**config.mk**
```make
export PLATFORM = sky130hd
export DESIGN_NAME = pss_top
export DESIGN_NICKNAME = d
export VERILOG_FILES = /design/src/pss_pkg.sv /design/src/pss_sticky.sv /design/src/pss_event_counter.sv /design/src/pss_top.sv
export SDC_FILE = /design/constraint.sdc
export NUM_CORES = 1
export LEC_CHECK = 0
export BUFFER_PORTS_ARGS = -buffer_cell sky130_fd_sc_hd__buf_2
export CORE_ASPECT_RATIO = 0.8
export CORE_MARGIN = 2
export CORE_UTILIZATION = 40
export DETAILED_ROUTE_END_ITERATION = 10
export PLACE_DENSITY = 0.68
export SLEW_MARGIN = 5
export SYNTH_ARGS = -nofsm -noshare
export SYNTH_HDL_FRONTEND = slang
export SYNTH_SLANG_ARGS = --single-unit
```
**constraint.sdc**
```tcl
create_clock -name clk -period 2.2 [get_ports clk]
set_input_delay 0.11 -clock clk [delete_from_list [all_inputs] [get_ports clk]]
set_output_delay 0.11 -clock clk [all_outputs]
set_load 0.05 [all_outputs]
```
**src/pss_pkg.sv**
```systemverilog
// Purpose: Shared constants for the status summary register bank.
// Assumes: Registers are 16 bits wide, one per aligned 32-bit Wishbone word.
// Notes: Byte address is four times the register index.
package pss_pkg;
	localparam int ADR_W = 8;
	localparam int DAT_W = 32;
	localparam int REG_W = 16;
	localparam int IDX_W = 6;
	localparam int IDX_LSB = 2;
	localparam int CNT_W = 16;
	localparam int IRQ_W = 6;
	localparam int FLAG_N = 4;

	// Register indices.
	localparam logic [IDX_W-1:0] IDX_BASIC_STATUS = 6'h01;
	localparam logic [IDX_W-1:0] IDX_AUTONEG_EXP = 6'h06;
	localparam logic [IDX_W-1:0] IDX_STATUS_SUMMARY = 6'h10;
	localparam logic [IDX_W-1:0] IDX_INT_STATUS_EVENT = 6'h12;
	localparam logic [IDX_W-1:0] IDX_FALSE_CARRIER_CNT = 6'h14;
	localparam logic [IDX_W-1:0] IDX_RX_ERROR_CNT = 6'h15;
	localparam logic [IDX_W-1:0] IDX_PHY_CONTROL = 6'h19;
	localparam logic [IDX_W-1:0] IDX_TENBASE_STATUS = 6'h1A;
	localparam logic [IDX_W-1:0] IDX_IRQ_STATUS = 6'h20;
	localparam logic [IDX_W-1:0] IDX_IRQ_MASK = 6'h21;

	// Status summary field positions.
	localparam int SUM_RESERVED = 15;
	localparam int SUM_CROSSOVER = 14;
	localparam int SUM_RX_ERROR = 13;
	localparam int SUM_POLARITY = 12;
	localparam int SUM_FALSE_CARRIER = 11;
	localparam int SUM_SIGNAL_DETECT = 10;
	localparam int SUM_DESCR_LOCK = 9;
	localparam int SUM_PAGE_RX = 8;
	localparam int SUM_INT_PENDING = 7;
	localparam int SUM_REMOTE_FAULT = 6;

	// Positions in the neighbouring registers.
	localparam int TEN_POLARITY = 4;
	localparam int EXP_PAGE_RX = 1;
	localparam int BASIC_REMOTE_FAULT = 4;
	localparam int INT_PENDING_BIT = 0;
	localparam int CTRL_AUTO_ENABLE = 15;
	localparam int CTRL_FORCE = 14;

	// Sticky flag slots and interrupt status bits.
	localparam int FLAG_POLARITY = 0;
	localparam int FLAG_PAGE_RX = 1;
	localparam int FLAG_INT_PEND = 2;
	localparam int FLAG_REMOTE_FAULT = 3;
	localparam int IRQ_RX_ERROR = 0;
	localparam int IRQ_FALSE_CARRIER = 1;
	localparam int IRQ_PAGE_RX = 2;
	localparam int IRQ_REMOTE_FAULT = 3;
	localparam int IRQ_SIGNAL_LOST = 4;
	localparam int IRQ_LOCK_LOST = 5;

	// Reset values and counter constants.
	localparam logic CTRL_AUTO_ENABLE_RST = 1'h0;
	localparam logic CTRL_FORCE_RST = 1'h0;
	localparam logic [IRQ_W-1:0] IRQ_MASK_RST = 6'h00;
	localparam logic [CNT_W-1:0] CNT_MAX = 16'hFFFF;
	localparam logic [CNT_W-1:0] CNT_ONE = 16'h0001;
endpackage : pss_pkg

```
**src/pss_sticky.sv**
```systemverilog
// Purpose: Sticky flag set by a hardware event and cleared by a pulse.
// Assumes: Both inputs come from logic on clk.
// Notes: A set in the clearing cycle wins, so no event is lost.
`timescale 1ns/100ps
`default_nettype none
module pss_sticky (
	input wire logic clk,
	input wire logic rstn,
	input wire logic setPulse,
	input wire logic clearPulse,
	output logic flag
);
	typedef struct packed {
		logic flag;
	} pss_sticky_s;

	pss_sticky_s s;
	pss_sticky_s next_s;

	always_comb begin
		next_s = s;
		next_s.flag = setPulse | (s.flag & ~clearPulse);
	end

	always_ff @(posedge clk or negedge rstn) begin
		if (!rstn) begin
			s <= '0;
		end else begin
			s <= next_s;
		end
	end

	assign flag = s.flag;
endmodule : pss_sticky
`default_nettype wire

```
**src/pss_event_counter.sv**
```systemverilog
// Purpose: Saturating event counter with a seen latch, both cleared on read.
// Assumes: Events are one-cycle pulses on clk.
// Notes: An event in the read cycle counts one in the fresh window.
`timescale 1ns/100ps
`default_nettype none
module pss_event_counter (
	input wire logic clk,
	input wire logic rstn,
	input wire logic eventPulse,
	input wire logic readClear,
	output logic [pss_pkg::CNT_W-1:0] count,
	output logic seen
);
	typedef struct packed {
		logic [pss_pkg::CNT_W-1:0] count;
		logic seen;
	} pss_counter_s;

	pss_counter_s s;
	pss_counter_s next_s;

	always_comb begin
		next_s = s;
		if (readClear) begin
			next_s.count = eventPulse ? pss_pkg::CNT_ONE : '0;
			next_s.seen = eventPulse;
		end else if (eventPulse) begin
			// Saturation keeps a busy line from wrapping to a small count.
			if (s.count != pss_pkg::CNT_MAX) begin
				next_s.count = s.count + pss_pkg::CNT_ONE;
			end
			next_s.seen = 1'b1;
		end
	end

	always_ff @(posedge clk or negedge rstn) begin
		if (!rstn) begin
			s <= '0;
		end else begin
			s <= next_s;
		end
	end

	assign count = s.count;
	assign seen = s.seen;
endmodule : pss_event_counter
`default_nettype wire

```
**src/pss_top.sv**
```systemverilog
// Purpose: Bits 15 down to 6 of the transceiver status summary register on Wishbone.
// Assumes: All status sources are synchronous to clk; events are one-cycle pulses.
// Notes: Bits 5 down to 0 of the summary read as zero here.
//
// Summary of operation
// Summary bit 15 ignores writes and always reads zero.
// Crossover bit depends on auto-enable and force bits in the control register.
// With auto enabled and not forced, crossover bit follows the algorithm live.
// Crossover bit reads 1 for swapped pairs, 0 for normal pairs.
// Receive error latch sets on any error, cleared by reading its counter.
// Polarity bit mirrors inverted polarity, cleared only by reading 10BASE-T status.
// False carrier latch sets on event, cleared by reading its counter.
// Signal detect bit latches low until the summary is read.
// Descrambler lock bit latches low until the summary is read.
// Page received bit copies expansion flag, cleared only by reading that register.
// Interrupt pending bit reads 1 until interrupt status register read clears it.
// Remote fault bit sets on partner fault, cleared by basic status read or reset.
// Summary bits 15 down to 6 reset to zero and ignore writes.
//
// Chosen here: the Wishbone register port.
`timescale 1ns/100ps
`default_nettype none
module pss_top (
	input wire logic clk,
	input wire logic rstn,
	input wire logic wbCyc,
	input wire logic wbStb,
	input wire logic wbWe,
	input wire logic [pss_pkg::ADR_W-1:0] wbAdr,
	input wire logic [3:0] wbSel,
	input wire logic [pss_pkg::DAT_W-1:0] wbDatIn,
	output logic [pss_pkg::DAT_W-1:0] wbDatOut,
	output logic wbAck,
	output logic irq,
	input wire logic crossoverSwapped,
	input wire logic rxErrorEvent,
	input wire logic falseCarrierEvent,
	input wire logic polarityInvertedEvent,
	input wire logic pageReceivedEvent,
	input wire logic interruptEvent,
	input wire logic remoteFaultEvent,
	input wire logic signalDetect,
	input wire logic descramblerLock,
	output logic crossoverAutoEnable,
	output logic crossoverForce
);
	typedef struct packed {
		logic ack;
		logic [pss_pkg::DAT_W-1:0] rdata;
		logic autoEnable;
		logic forceXover;
		logic crossover;
		logic signalDetect;
		logic descrLock;
		logic prevSignal;
		logic prevLock;
		logic [pss_pkg::IRQ_W-1:0] irqStatus;
		logic [pss_pkg::IRQ_W-1:0] irqMask;
		logic irq;
	} pss_top_s;

	pss_top_s s;
	pss_top_s next_s;

	// Byte lanes that carry the writable fields of the control and interrupt words.
	localparam int LANE_CTRL = 1;
	localparam int LANE_IRQ = 0;

	logic req;
	logic rdReq;
	logic wrReq;
	logic [pss_pkg::IDX_W-1:0] idx;
	logic clrBasic;
	logic clrExpansion;
	logic clrIntStatus;
	logic clrFalseCarrier;
	logic clrRxError;
	logic clrTenbase;
	logic rdSummary;
	logic rxErrorSeen;
	logic falseCarrierSeen;
	logic [pss_pkg::CNT_W-1:0] rxErrorCount;
	logic [pss_pkg::CNT_W-1:0] falseCarrierCount;
	logic [pss_pkg::FLAG_N-1:0] flagSet;
	logic [pss_pkg::FLAG_N-1:0] flagClear;
	logic [pss_pkg::FLAG_N-1:0] flag;
	logic [pss_pkg::REG_W-1:0] summary;
	logic [pss_pkg::IRQ_W-1:0] irqEvents;
	logic signalFell;
	logic lockFell;

	// Read decode is shared by every clear-on-read source.
	function automatic logic readHit(
		input logic rd,
		input logic [pss_pkg::IDX_W-1:0] at,
		input logic [pss_pkg::IDX_W-1:0] target
	);
		readHit = rd && (at == target);
	endfunction : readHit

	// Widens a 16-bit register to the bus word with zeros above.
	function automatic logic [pss_pkg::DAT_W-1:0] toWord(
		input logic [pss_pkg::REG_W-1:0] value
	);
		toWord = {{(pss_pkg::DAT_W - pss_pkg::REG_W){1'b0}}, value};
	endfunction : toWord

	// Places one status bit at its position in an otherwise empty bus word.
	function automatic logic [pss_pkg::DAT_W-1:0] bitWord(
		input int pos,
		input logic value
	);
		bitWord = {{(pss_pkg::DAT_W - 1){1'b0}}, value} << pos;
	endfunction : bitWord

	assign req = wbCyc & wbStb & ~s.ack;
	assign rdReq = req & ~wbWe;
	assign wrReq = req & wbWe;
	assign idx = wbAdr[pss_pkg::IDX_LSB +: pss_pkg::IDX_W];

	assign clrBasic = readHit(rdReq, idx, pss_pkg::IDX_BASIC_STATUS);
	assign clrExpansion = readHit(rdReq, idx, pss_pkg::IDX_AUTONEG_EXP);
	assign clrIntStatus = readHit(rdReq, idx, pss_pkg::IDX_INT_STATUS_EVENT);
	assign clrFalseCarrier = readHit(rdReq, idx, pss_pkg::IDX_FALSE_CARRIER_CNT);
	assign clrRxError = readHit(rdReq, idx, pss_pkg::IDX_RX_ERROR_CNT);
	assign clrTenbase = readHit(rdReq, idx, pss_pkg::IDX_TENBASE_STATUS);
	assign rdSummary = readHit(rdReq, idx, pss_pkg::IDX_STATUS_SUMMARY);

	// The previous levels reset low, so no false fall is seen just after reset.
	assign signalFell = s.prevSignal & ~signalDetect;
	assign lockFell = s.prevLock & ~descramblerLock;

	pss_event_counter uRxError (
		.clk(clk),
		.rstn(rstn),
		.eventPulse(rxErrorEvent),
		.readClear(clrRxError),
		.count(rxErrorCount),
		.seen(rxErrorSeen)
	);

	pss_event_counter uFalseCarrier (
		.clk(clk),
		.rstn(rstn),
		.eventPulse(falseCarrierEvent),
		.readClear(clrFalseCarrier),
		.count(falseCarrierCount),
		.seen(falseCarrierSeen)
	);

	// Each mirrored flag is cleared by its owning register, never by the summary.
	assign flagSet[pss_pkg::FLAG_POLARITY] = polarityInvertedEvent;
	assign flagClear[pss_pkg::FLAG_POLARITY] = clrTenbase;
	assign flagSet[pss_pkg::FLAG_PAGE_RX] = pageReceivedEvent;
	assign flagClear[pss_pkg::FLAG_PAGE_RX] = clrExpansion;
	assign flagSet[pss_pkg::FLAG_INT_PEND] = interruptEvent;
	assign flagClear[pss_pkg::FLAG_INT_PEND] = clrIntStatus;
	assign flagSet[pss_pkg::FLAG_REMOTE_FAULT] = remoteFaultEvent;
	assign flagClear[pss_pkg::FLAG_REMOTE_FAULT] = clrBasic;

	genvar gi;
	generate
		for (gi = 0; gi < pss_pkg::FLAG_N; gi++) begin : gFlag
			pss_sticky uFlag (
				.clk(clk),
				.rstn(rstn),
				.setPulse(flagSet[gi]),
				.clearPulse(flagClear[gi]),
				.flag(flag[gi])
			);
		end
	endgenerate

	always_comb begin
		summary = '0;
		summary[pss_pkg::SUM_RESERVED] = 1'b0;
		summary[pss_pkg::SUM_CROSSOVER] = s.crossover;
		summary[pss_pkg::SUM_RX_ERROR] = rxErrorSeen;
		summary[pss_pkg::SUM_POLARITY] = flag[pss_pkg::FLAG_POLARITY];
		summary[pss_pkg::SUM_FALSE_CARRIER] = falseCarrierSeen;
		summary[pss_pkg::SUM_SIGNAL_DETECT] = s.signalDetect;
		summary[pss_pkg::SUM_DESCR_LOCK] = s.descrLock;
		summary[pss_pkg::SUM_PAGE_RX] = flag[pss_pkg::FLAG_PAGE_RX];
		summary[pss_pkg::SUM_INT_PENDING] = flag[pss_pkg::FLAG_INT_PEND];
		summary[pss_pkg::SUM_REMOTE_FAULT] = flag[pss_pkg::FLAG_REMOTE_FAULT];
	end

	always_comb begin
		irqEvents = '0;
		irqEvents[pss_pkg::IRQ_RX_ERROR] = rxErrorEvent;
		irqEvents[pss_pkg::IRQ_FALSE_CARRIER] = falseCarrierEvent;
		irqEvents[pss_pkg::IRQ_PAGE_RX] = pageReceivedEvent;
		irqEvents[pss_pkg::IRQ_REMOTE_FAULT] = remoteFaultEvent;
		irqEvents[pss_pkg::IRQ_SIGNAL_LOST] = signalFell;
		irqEvents[pss_pkg::IRQ_LOCK_LOST] = lockFell;
	end

	always_comb begin
		next_s = s;
		next_s.ack = req;
		next_s.prevSignal = signalDetect;
		next_s.prevLock = descramblerLock;

		// Forcing overrides the algorithm; with neither bit the pairs stay normal.
		if (s.forceXover) begin
			next_s.crossover = 1'b1;
		end else if (s.autoEnable) begin
			next_s.crossover = crossoverSwapped;
		end else begin
			next_s.crossover = 1'b0;
		end

		// A read reloads the live level; otherwise a low is held until then.
		if (rdSummary) begin
			next_s.signalDetect = signalDetect;
			next_s.descrLock = descramblerLock;
		end else begin
			next_s.signalDetect = s.signalDetect & signalDetect;
			next_s.descrLock = s.descrLock & descramblerLock;
		end

		// Read data is zero outside the acknowledge cycle, so a stale word never lingers.
		next_s.rdata = '0;
		if (rdReq) begin
			case (idx)
				pss_pkg::IDX_STATUS_SUMMARY: begin
					next_s.rdata = toWord(summary);
				end
				pss_pkg::IDX_BASIC_STATUS: begin
					next_s.rdata = bitWord(pss_pkg::BASIC_REMOTE_FAULT, flag[pss_pkg::FLAG_REMOTE_FAULT]);
				end
				pss_pkg::IDX_AUTONEG_EXP: begin
					next_s.rdata = bitWord(pss_pkg::EXP_PAGE_RX, flag[pss_pkg::FLAG_PAGE_RX]);
				end
				pss_pkg::IDX_INT_STATUS_EVENT: begin
					next_s.rdata = bitWord(pss_pkg::INT_PENDING_BIT, flag[pss_pkg::FLAG_INT_PEND]);
				end
				pss_pkg::IDX_FALSE_CARRIER_CNT: begin
					next_s.rdata = toWord(falseCarrierCount);
				end
				pss_pkg::IDX_RX_ERROR_CNT: begin
					next_s.rdata = toWord(rxErrorCount);
				end
				pss_pkg::IDX_TENBASE_STATUS: begin
					next_s.rdata = bitWord(pss_pkg::TEN_POLARITY, flag[pss_pkg::FLAG_POLARITY]);
				end
				pss_pkg::IDX_PHY_CONTROL: begin
					next_s.rdata[pss_pkg::CTRL_AUTO_ENABLE] = s.autoEnable;
					next_s.rdata[pss_pkg::CTRL_FORCE] = s.forceXover;
				end
				pss_pkg::IDX_IRQ_STATUS: begin
					next_s.rdata[pss_pkg::IRQ_W-1:0] = s.irqStatus;
				end
				pss_pkg::IDX_IRQ_MASK: begin
					next_s.rdata[pss_pkg::IRQ_W-1:0] = s.irqMask;
				end
				default: begin
					next_s.rdata = '0;
				end
			endcase
		end

		// The summary and the other status words have no write path at all.
		next_s.irqStatus = irqEvents | s.irqStatus;
		if (wrReq) begin
			case (idx)
				pss_pkg::IDX_PHY_CONTROL: begin
					if (wbSel[LANE_CTRL]) begin
						next_s.autoEnable = wbDatIn[pss_pkg::CTRL_AUTO_ENABLE];
						next_s.forceXover = wbDatIn[pss_pkg::CTRL_FORCE];
					end
				end
				pss_pkg::IDX_IRQ_STATUS: begin
					if (wbSel[LANE_IRQ]) begin
						// A new event in the clearing cycle keeps its bit set.
						next_s.irqStatus = irqEvents |
							(s.irqStatus & ~wbDatIn[pss_pkg::IRQ_W-1:0]);
					end
				end
				pss_pkg::IDX_IRQ_MASK: begin
					if (wbSel[LANE_IRQ]) begin
						next_s.irqMask = wbDatIn[pss_pkg::IRQ_W-1:0];
					end
				end
				// Status words are read-only; a write only earns its acknowledge.
				pss_pkg::IDX_STATUS_SUMMARY: begin
					next_s.irqMask = s.irqMask;
				end
				pss_pkg::IDX_BASIC_STATUS: begin
					next_s.irqMask = s.irqMask;
				end
				pss_pkg::IDX_AUTONEG_EXP: begin
					next_s.irqMask = s.irqMask;
				end
				pss_pkg::IDX_INT_STATUS_EVENT: begin
					next_s.irqMask = s.irqMask;
				end
				pss_pkg::IDX_FALSE_CARRIER_CNT: begin
					next_s.irqMask = s.irqMask;
				end
				pss_pkg::IDX_RX_ERROR_CNT: begin
					next_s.irqMask = s.irqMask;
				end
				pss_pkg::IDX_TENBASE_STATUS: begin
					next_s.irqMask = s.irqMask;
				end
				default: begin
					next_s.irqMask = s.irqMask;
				end
			endcase
		end
		// The interrupt is registered from next values, so it moves with its status bit.
		next_s.irq = |(next_s.irqStatus & next_s.irqMask);
	end

	always_ff @(posedge clk or negedge rstn) begin
		if (!rstn) begin
			// Every summary source restarts at zero, the latching-low bits included.
			s.ack <= 1'b0;
			s.rdata <= '0;
			s.autoEnable <= pss_pkg::CTRL_AUTO_ENABLE_RST;
			s.forceXover <= pss_pkg::CTRL_FORCE_RST;
			s.crossover <= 1'b0;
			s.signalDetect <= 1'b0;
			s.descrLock <= 1'b0;
			s.prevSignal <= 1'b0;
			s.prevLock <= 1'b0;
			s.irqStatus <= '0;
			s.irqMask <= pss_pkg::IRQ_MASK_RST;
			s.irq <= 1'b0;
		end else begin
			s <= next_s;
		end
	end

	// Every output is a register bit; no port is driven through logic.
	assign wbAck = s.ack;
	assign wbDatOut = s.rdata;
	assign irq = s.irq;
	assign crossoverAutoEnable = s.autoEnable;
	assign crossoverForce = s.forceXover;
endmodule : pss_top
`default_nettype wire

```
==> results of run 1 <==
## flip-flops by register name (all words and copies together) (netlist names)
signal               flops
crossoverAutoEnable      1
crossoverForce           1
gFlag.uFlag.flag         4
irq                      1
s                       17
uFalseCarrier.count     16
uFalseCarrier.seen       1
uRxError.count          16
uRxError.seen            1
wbAck                    1
wbDatOut                16
## final timing paths
path	depth (start not counted)	startpoint	endpoint	slack, ns
hold / removal	2	wbDatIn[3]	s[4]$_DFF_PN0_	0.03
setup / recovery	6	wbAck$_DFF_PN0_	irq$_DFF_PN0_	0.07
setup reg to reg	6	wbAck$_DFF_PN0_	irq$_DFF_PN0_	0.07
min in group asynchronous	2	rstn	uFalseCarrier.count[1]$_DFFE_PN0P_	0.32
max in group asynchronous	3	rstn	uFalseCarrier.count[4]$_DFFE_PN0P_	1.33
hold reg to reg	2	s[13]$_DFF_PN0_	s[12]$_DFF_PN0_	0.48
## critical path, delay by kind of cell, from the launching register on
family	cells	cell delay, ns
AND/OR/NAND/NOR	3	0.97
AO/OA/AOI/OAI	1	0.22
multiplexers	1	0.33
flip-flops	1	0.39
buffers and inverters	1	0.08
## cell families after synthesis
kind of cell    synth area share (%)
buf+inv                         9.15
other cells                   0.0946
xor+xnor                        4.86
fa+ha+maj                      0.631
compound gates                  14.1
mux                             3.16
flops                           47.3
simple gates                    20.6
## what timing repair did
| item | 4_1_cts | 5_1_grt |
|---|---|---|
| endpoints found under the hold margin | 57 | 0 |
| resized for setup | 0 | 2 |
| setup buffers | 0 | 1 |
| setup endpoints to repair | 0 | 1 |
| hold buffers | 10 | 0 |
## routing by layer
| layer | track usage, % | wire length [um] | vias up |
|---|---|---|---|
| met5 | 0 | 0 | - |
| met4 | 4.72 | 114 | 0 |
| met3 | 5.70 | 782 | 8 |
| met2 | 27.0 | 4310 | 111 |
| met1 | 28.4 | 4520 | 1554 |
| li1 | - | - | 1509 |
## report_power, final
group | switching [mW] | internal [mW] | total [mW]
clock network | 0.578 | 1.14 | 1.72
registers | 0.169 | 1.50 | 1.67
logic | 0.321 | 0.189 | 0.510
## stage by stage
step / cell area, um2 / total power [mW] / setup slack [ns] / TNS (ns) / instances
floorplan: 4030 / 2.00 / -0.0207 / -0.0207 / 414
global placement: 4290 / 2.17 / 0.112 / 0 / 567
detailed placement: 4290 / 2.18 / 0.0799 / 0 / 567
CTS: 4740 / 3.93 / 0.0663 / 0 / 593
global route: 4750 / 4.08 / 0.0170 / 0 / 594
finish: 4750 / 3.90 / 0.0726 / 0 / 594
## Yosys cell counts (6+ instances only)
library cell / n
inv_1: 11
nand2b_1: 6
a222oi_1: 14
buf_4: 32
o211ai_1: 8
o21ai_0: 11
nand3_1: 9
and2_1: 7
a21oi_1: 11
and4_1: 6
nor2_1: 42
dfrtp_1: 75
nand2_1: 26
xnor2_1: 6
nand4_1: 12
nor4_1: 8
a21o_1: 7
xor2_1: 16
clkbuf_1: 11
## cell type report
cell class                      instances  area (um2)  share of cell area, %
Clock buffer                           10         239                   5.03
Clock inverter                          6         111                   2.34
Inverter                               11        41.3                  0.868
Multi-Input combinational cell        278        1810                   38.1
Sequential cell                        75        1880                   39.5
Tap cell                              136         170                   3.58
Timing Repair Buffer                   78         503                   10.6
==> impl_metrics.ini, run 1 <==
[die]
io_pins = 94
start_util_pct = 41.1
die_area_um2 = 10700
core_um2 = 9650
die_width_um = 115
die_y_um = 93.1
rows = 32

[yosys]
ys.flop_type = dfrtp_1
yosysWarnings = 0
synthDistinctLibCells = 58
async_reset_ff_share_pct = 100
synth.area.top_cells = dfrtp_1 47%, buf_4 6.1%, nor2_1 4.0%
synth_top_area_share_pct = 47.3
synth-seq-cells = 75
seq_area_frac_synth_pct = 47.3
syn-cell-area_um2 = 3970
avgSynthCellArea_um2 = 9.94
synthCells = 399
synth_top_cell_by_area = dfrtp_1
synth_edf_count = 0

[timing]
setup_violations = 0
fin_hold_ws_ns = 0.0317
hold_viol = 0
fmax_ghz = 0.470
finalClockSkew_ns = 0.00728
min_period_ns = 2.13
min_period_over_period_pct = 96.7
slew-limit-headroom_pct = 43.1
rsz0062_at_grt = false
tightest_slew_ns = 0.845
drv_slew = 0

[cts]
clk_latency_ns = 0.34
cts.htree.levels = 3
path_clk_slew_ns = 0.06
cts_root_buffer = clkbuf_16
cts.path.max_buffers = 2
cts_inserted_buffers = 9
cts_tree = done
clock_sinks = 75

[drt]
drt_pass1_iterations = 5
drtAntennaViolNets = 0
routed_via_density = 5.36
initialDrtViolationCount = 358
totalWireLength_um = 9720
wl_per_cell_um = 16.4
vias = 3182
drc_errors = 0

[place]
gp_congestion = 0.883
numPortBuffers = 49
dp_hpwl_um = 7060

[worst_setup_path]
critical_path_required_ns = 2.41
path_cells = nand3b_1, inv_2, and4_4, mux2_4, a22o_1, or4_1
setup.worst_path.class = reg2reg
cp_slowest_stage_delay_ns = 0.46
arrival_ns = 2.34
critPathLaunchType = flop
end_kind = flop
crit_slowest_cell = or4_1
crit_fanout = 6

[cells_and_area]
syn_to_final_growth_pct = 19.9
nFillCells = 883
drive_above_1_share_pct = 22.5
antenna-diode-count = 0
nets = 513
finish.utilization_pct = 49.3
layout_common_cells = 74 x dfrtp_1, 48 x buf_2, 42 x nor2_1, 26 x nand2_1, 19 x buf_4
final_common_cell = dfrtp_1

[grt]
grt.total_usage_pct = 19.1
grt_overflow = 0
grt_pass1_wl_um = 15400
antenna_found_initial = 0
grt_pass1_vias = 2937
grt_max_degree = 50

[power]
p_leak_nw = 2.12
ir_drop_v = 0.000361
p_per_area_nw_per_um2 = 820

[min_path]
hp-class = in2reg

[status]
status = complete, no violations

[flow_run]
drv_cap = 0
(Power assumes the default switching activity.)
==> inputs of run 2 (changes only) <==
--- a/config.mk
+++ b/config.mk
@@ -10,7 +10,7 @@
 export CORE_MARGIN = 2
 export CORE_UTILIZATION = 40
 export DETAILED_ROUTE_END_ITERATION = 10
-export PLACE_DENSITY = 0.68
+export PLACE_DENSITY = 0.65
 export SLEW_MARGIN = 5
 export SYNTH_ARGS = -nofsm -noshare
 export SYNTH_HDL_FRONTEND = slang
==> constraint.sdc (replaced) <==
create_clock -name clk -period 2.4 [get_ports clk]
set_input_delay 0.12 -clock clk [delete_from_list [all_inputs] [get_ports clk]]
set_output_delay 0.12 -clock clk [all_outputs]
set_load 0.05 [all_outputs]
==> run 2 against run 1 <==
Compared with the run above: wire length decreased by 1.7%; largest cell class unchanged; non-clock buffer count shrank 13; clock power is 23% lower; critical endpoint unchanged; largest power group is now sequential cells; final area decreased by 3.9%; critical path depth did not move; combinational power down 16%; clock-buffer cell count down 1; power shrank 16%; first-iteration DRC count fell by 19%; clock skew up 0.0023 ns.
==> impl_metrics.ini, run 2 (same netlist as run 1, synthesis figures left out) <==
[min_path]
hp-class = in2reg
worstHoldStart = wbDatIn[14]

[cts]
cts_inserted_buffers = 9
clock_sinks = 75
cts_root_buffer = clkbuf_16
path_clk_slew_ns = 0.06
clk_latency_ns = 0.34
cts.path.max_buffers = 2
post_cts_buffers = 0
cts_tree = done
cts.htree.levels = 3

[die]
die_y_um = 93.1
io_pins = 94
rows = 32
core_um2 = 9650
start_util_pct = 41.1
die_area_um2 = 10700
die_width_um = 115

[power]
seqPwrFrac_pct = 46.9
power.clock.fraction_pct = 40.1
p_leak_nw = 2.02
p_int_mw = 2.33
power_switching_mw = 0.962
switching_share_pct = 29.2
p_per_area_nw_per_um2 = 721
ir_drop_v = 0.000327
power_frac_comb_pct = 13.0
p_total_mw = 3.29

[grt]
antenna_found_initial = 0
grt.total_usage_pct = 18.5
grt_max_degree = 76
grt_overflow = 0
grt_pass1_wl_um = 15100
grt_pass1_vias = 2914

[drt]
wl_met3_um = 857
top_layer = met4
initialDrtViolationCount = 290
routed_via_density = 5.42
wl_per_cell_um = 16.4
totalWireLength_um = 9550
drtAntennaViolNets = 0
drc_errors = 0
drt_pass1_iterations = 8
wl_met1_um = 4560
dr_wl_met2_um = 4040
vias = 3148

[worst_setup_path]
end_kind = flop
ff2ff_setup_slack_ns = 0.27
setup.worst_path.class = reg2reg
arrival_ns = 2.34
crit_start = wbAck$_DFF_PN0_
critPathLaunchType = flop
path_delay_family = simple AND/OR/NAND/NOR gates
crit_slowest_cell = or4_1
crit_fanout = 6
path_cells = nand3b_1, inv_1, and4_4, mux2_4, a22o_1, or4_1
cp_slowest_stage_delay_ns = 0.46
path_buf_inv = 1
critical_path_required_ns = 2.61
r2r_start = wbAck$_DFF_PN0_

[timing]
finalClockSkew_ns = 0.00962
rsz0062_at_grt = false
fmax_ghz = 0.470
setup_violations = 0
hold_viol = 0
min_period_ns = 2.13
setup_ws_ns = 0.270
min_period_over_period_pct = 88.7
tightest_slew_ns = 0.929
drv_slew = 0
slew-limit-headroom_pct = 38.1
setup_tns_ns = 0

[cells_and_area]
layout.cells.non_filler = 581
top_register = s
drive_above_1_share_pct = 20.2
final_common_cell = dfrtp_1
layout_common_cells = 75 x dfrtp_1, 48 x buf_2, 42 x nor2_1, 26 x nand2_1
nets = 500
largest_register_ffs = 17
syn_to_final_growth_pct = 15.2
nFillCells = 919
antenna-diode-count = 0

[place]
numPortBuffers = 49
post-place-ws_ns = 0.279
gp_congestion = 0.894
dp_hpwl_um = 6940
dp.cells = 558

[flow_run]
drv_cap = 0

[status]
status = complete, no violations
## run 2: changes by cell type in the layout (fill, tap and decap cells not counted), moves of 2 or more
cell           before  now
buf_4              19   10
dlygate4sd3_1      10    7
bufinv_16           3    1
clkinv_2            1    3
mux2_2              2    4
mux2_4              4    2
## run 2: worst paths after layout
check | end | depth (start not counted)
min in group asynchronous | s[8]$_DFF_PN0_ | 2
min reg2reg | s[12]$_DFF_PN0_ | 2
max | irq$_DFF_PN0_ | 6
max in group asynchronous | uRxError.count[8]$_DFFE_PN0P_ | 2
max reg2reg | irq$_DFF_PN0_ | 6
min | crossoverForce$_DFFE_PN0P_ | 2
## run 2: area by class of cell
cell class                      instances  area, um2  area share [%]
Clock inverter                          7       68.8            1.51
Inverter                               11       41.3           0.904
Sequential cell                        75       1880            41.1
Timing Repair Buffer                   65        385            8.44
Tap cell                              136        170            3.73
Clock buffer                            9        225            4.93
Multi-Input combinational cell        278       1800            39.4
## run 2: worst register-to-register path: stages (launching register included)
cell      delay (ns)
dfrtp_1         0.36
nand3b_1        0.20
inv_1           0.10
and4_4          0.30
mux2_4          0.33
a22o_1          0.24
or4_1           0.46
## run 2: metal layers
| metal | up-vias | GRT usage (%) |
|---|---|---|
| met1 | 1536 | 27.7 |
| met3 | 11 | 7.71 |
| met4 | 0 | 4.72 |
| met2 | 121 | 24.4 |
| li1 | 1480 | - |
| met5 | - | 0 |
## run 2: timing repair
action,CTS,global route
hold buffers,7,0
resized for setup,0,0
endpoints found under the hold margin,81,0
## run 2: per-stage QoR
stage | utilization, % | hold slack (ns) | instance area, um2
2_1_floorplan | - | -0.176 | 4020
3_3_place_gp | 43.6 | 0.264 | 4200
3_5_place_dp | 43.6 | 0.265 | 4200
4_1_cts | 47.3 | 0.00912 | 4570
5_1_grt | 47.3 | 0.0178 | 4570
6_report | 47.3 | 0.0172 | 4570
## run 2: power groups by stage
stage / Clock, mW / Combinational (mW) / Sequential (mW)
after floorplan: 0 / 0.321 / 1.51
after global placement: 0 / 0.408 / 1.56
after detailed placement: 0 / 0.418 / 1.56
after CTS: 1.35 / 0.429 / 1.54
after global routing: 1.42 / 0.482 / 1.56
final: 1.32 / 0.427 / 1.55
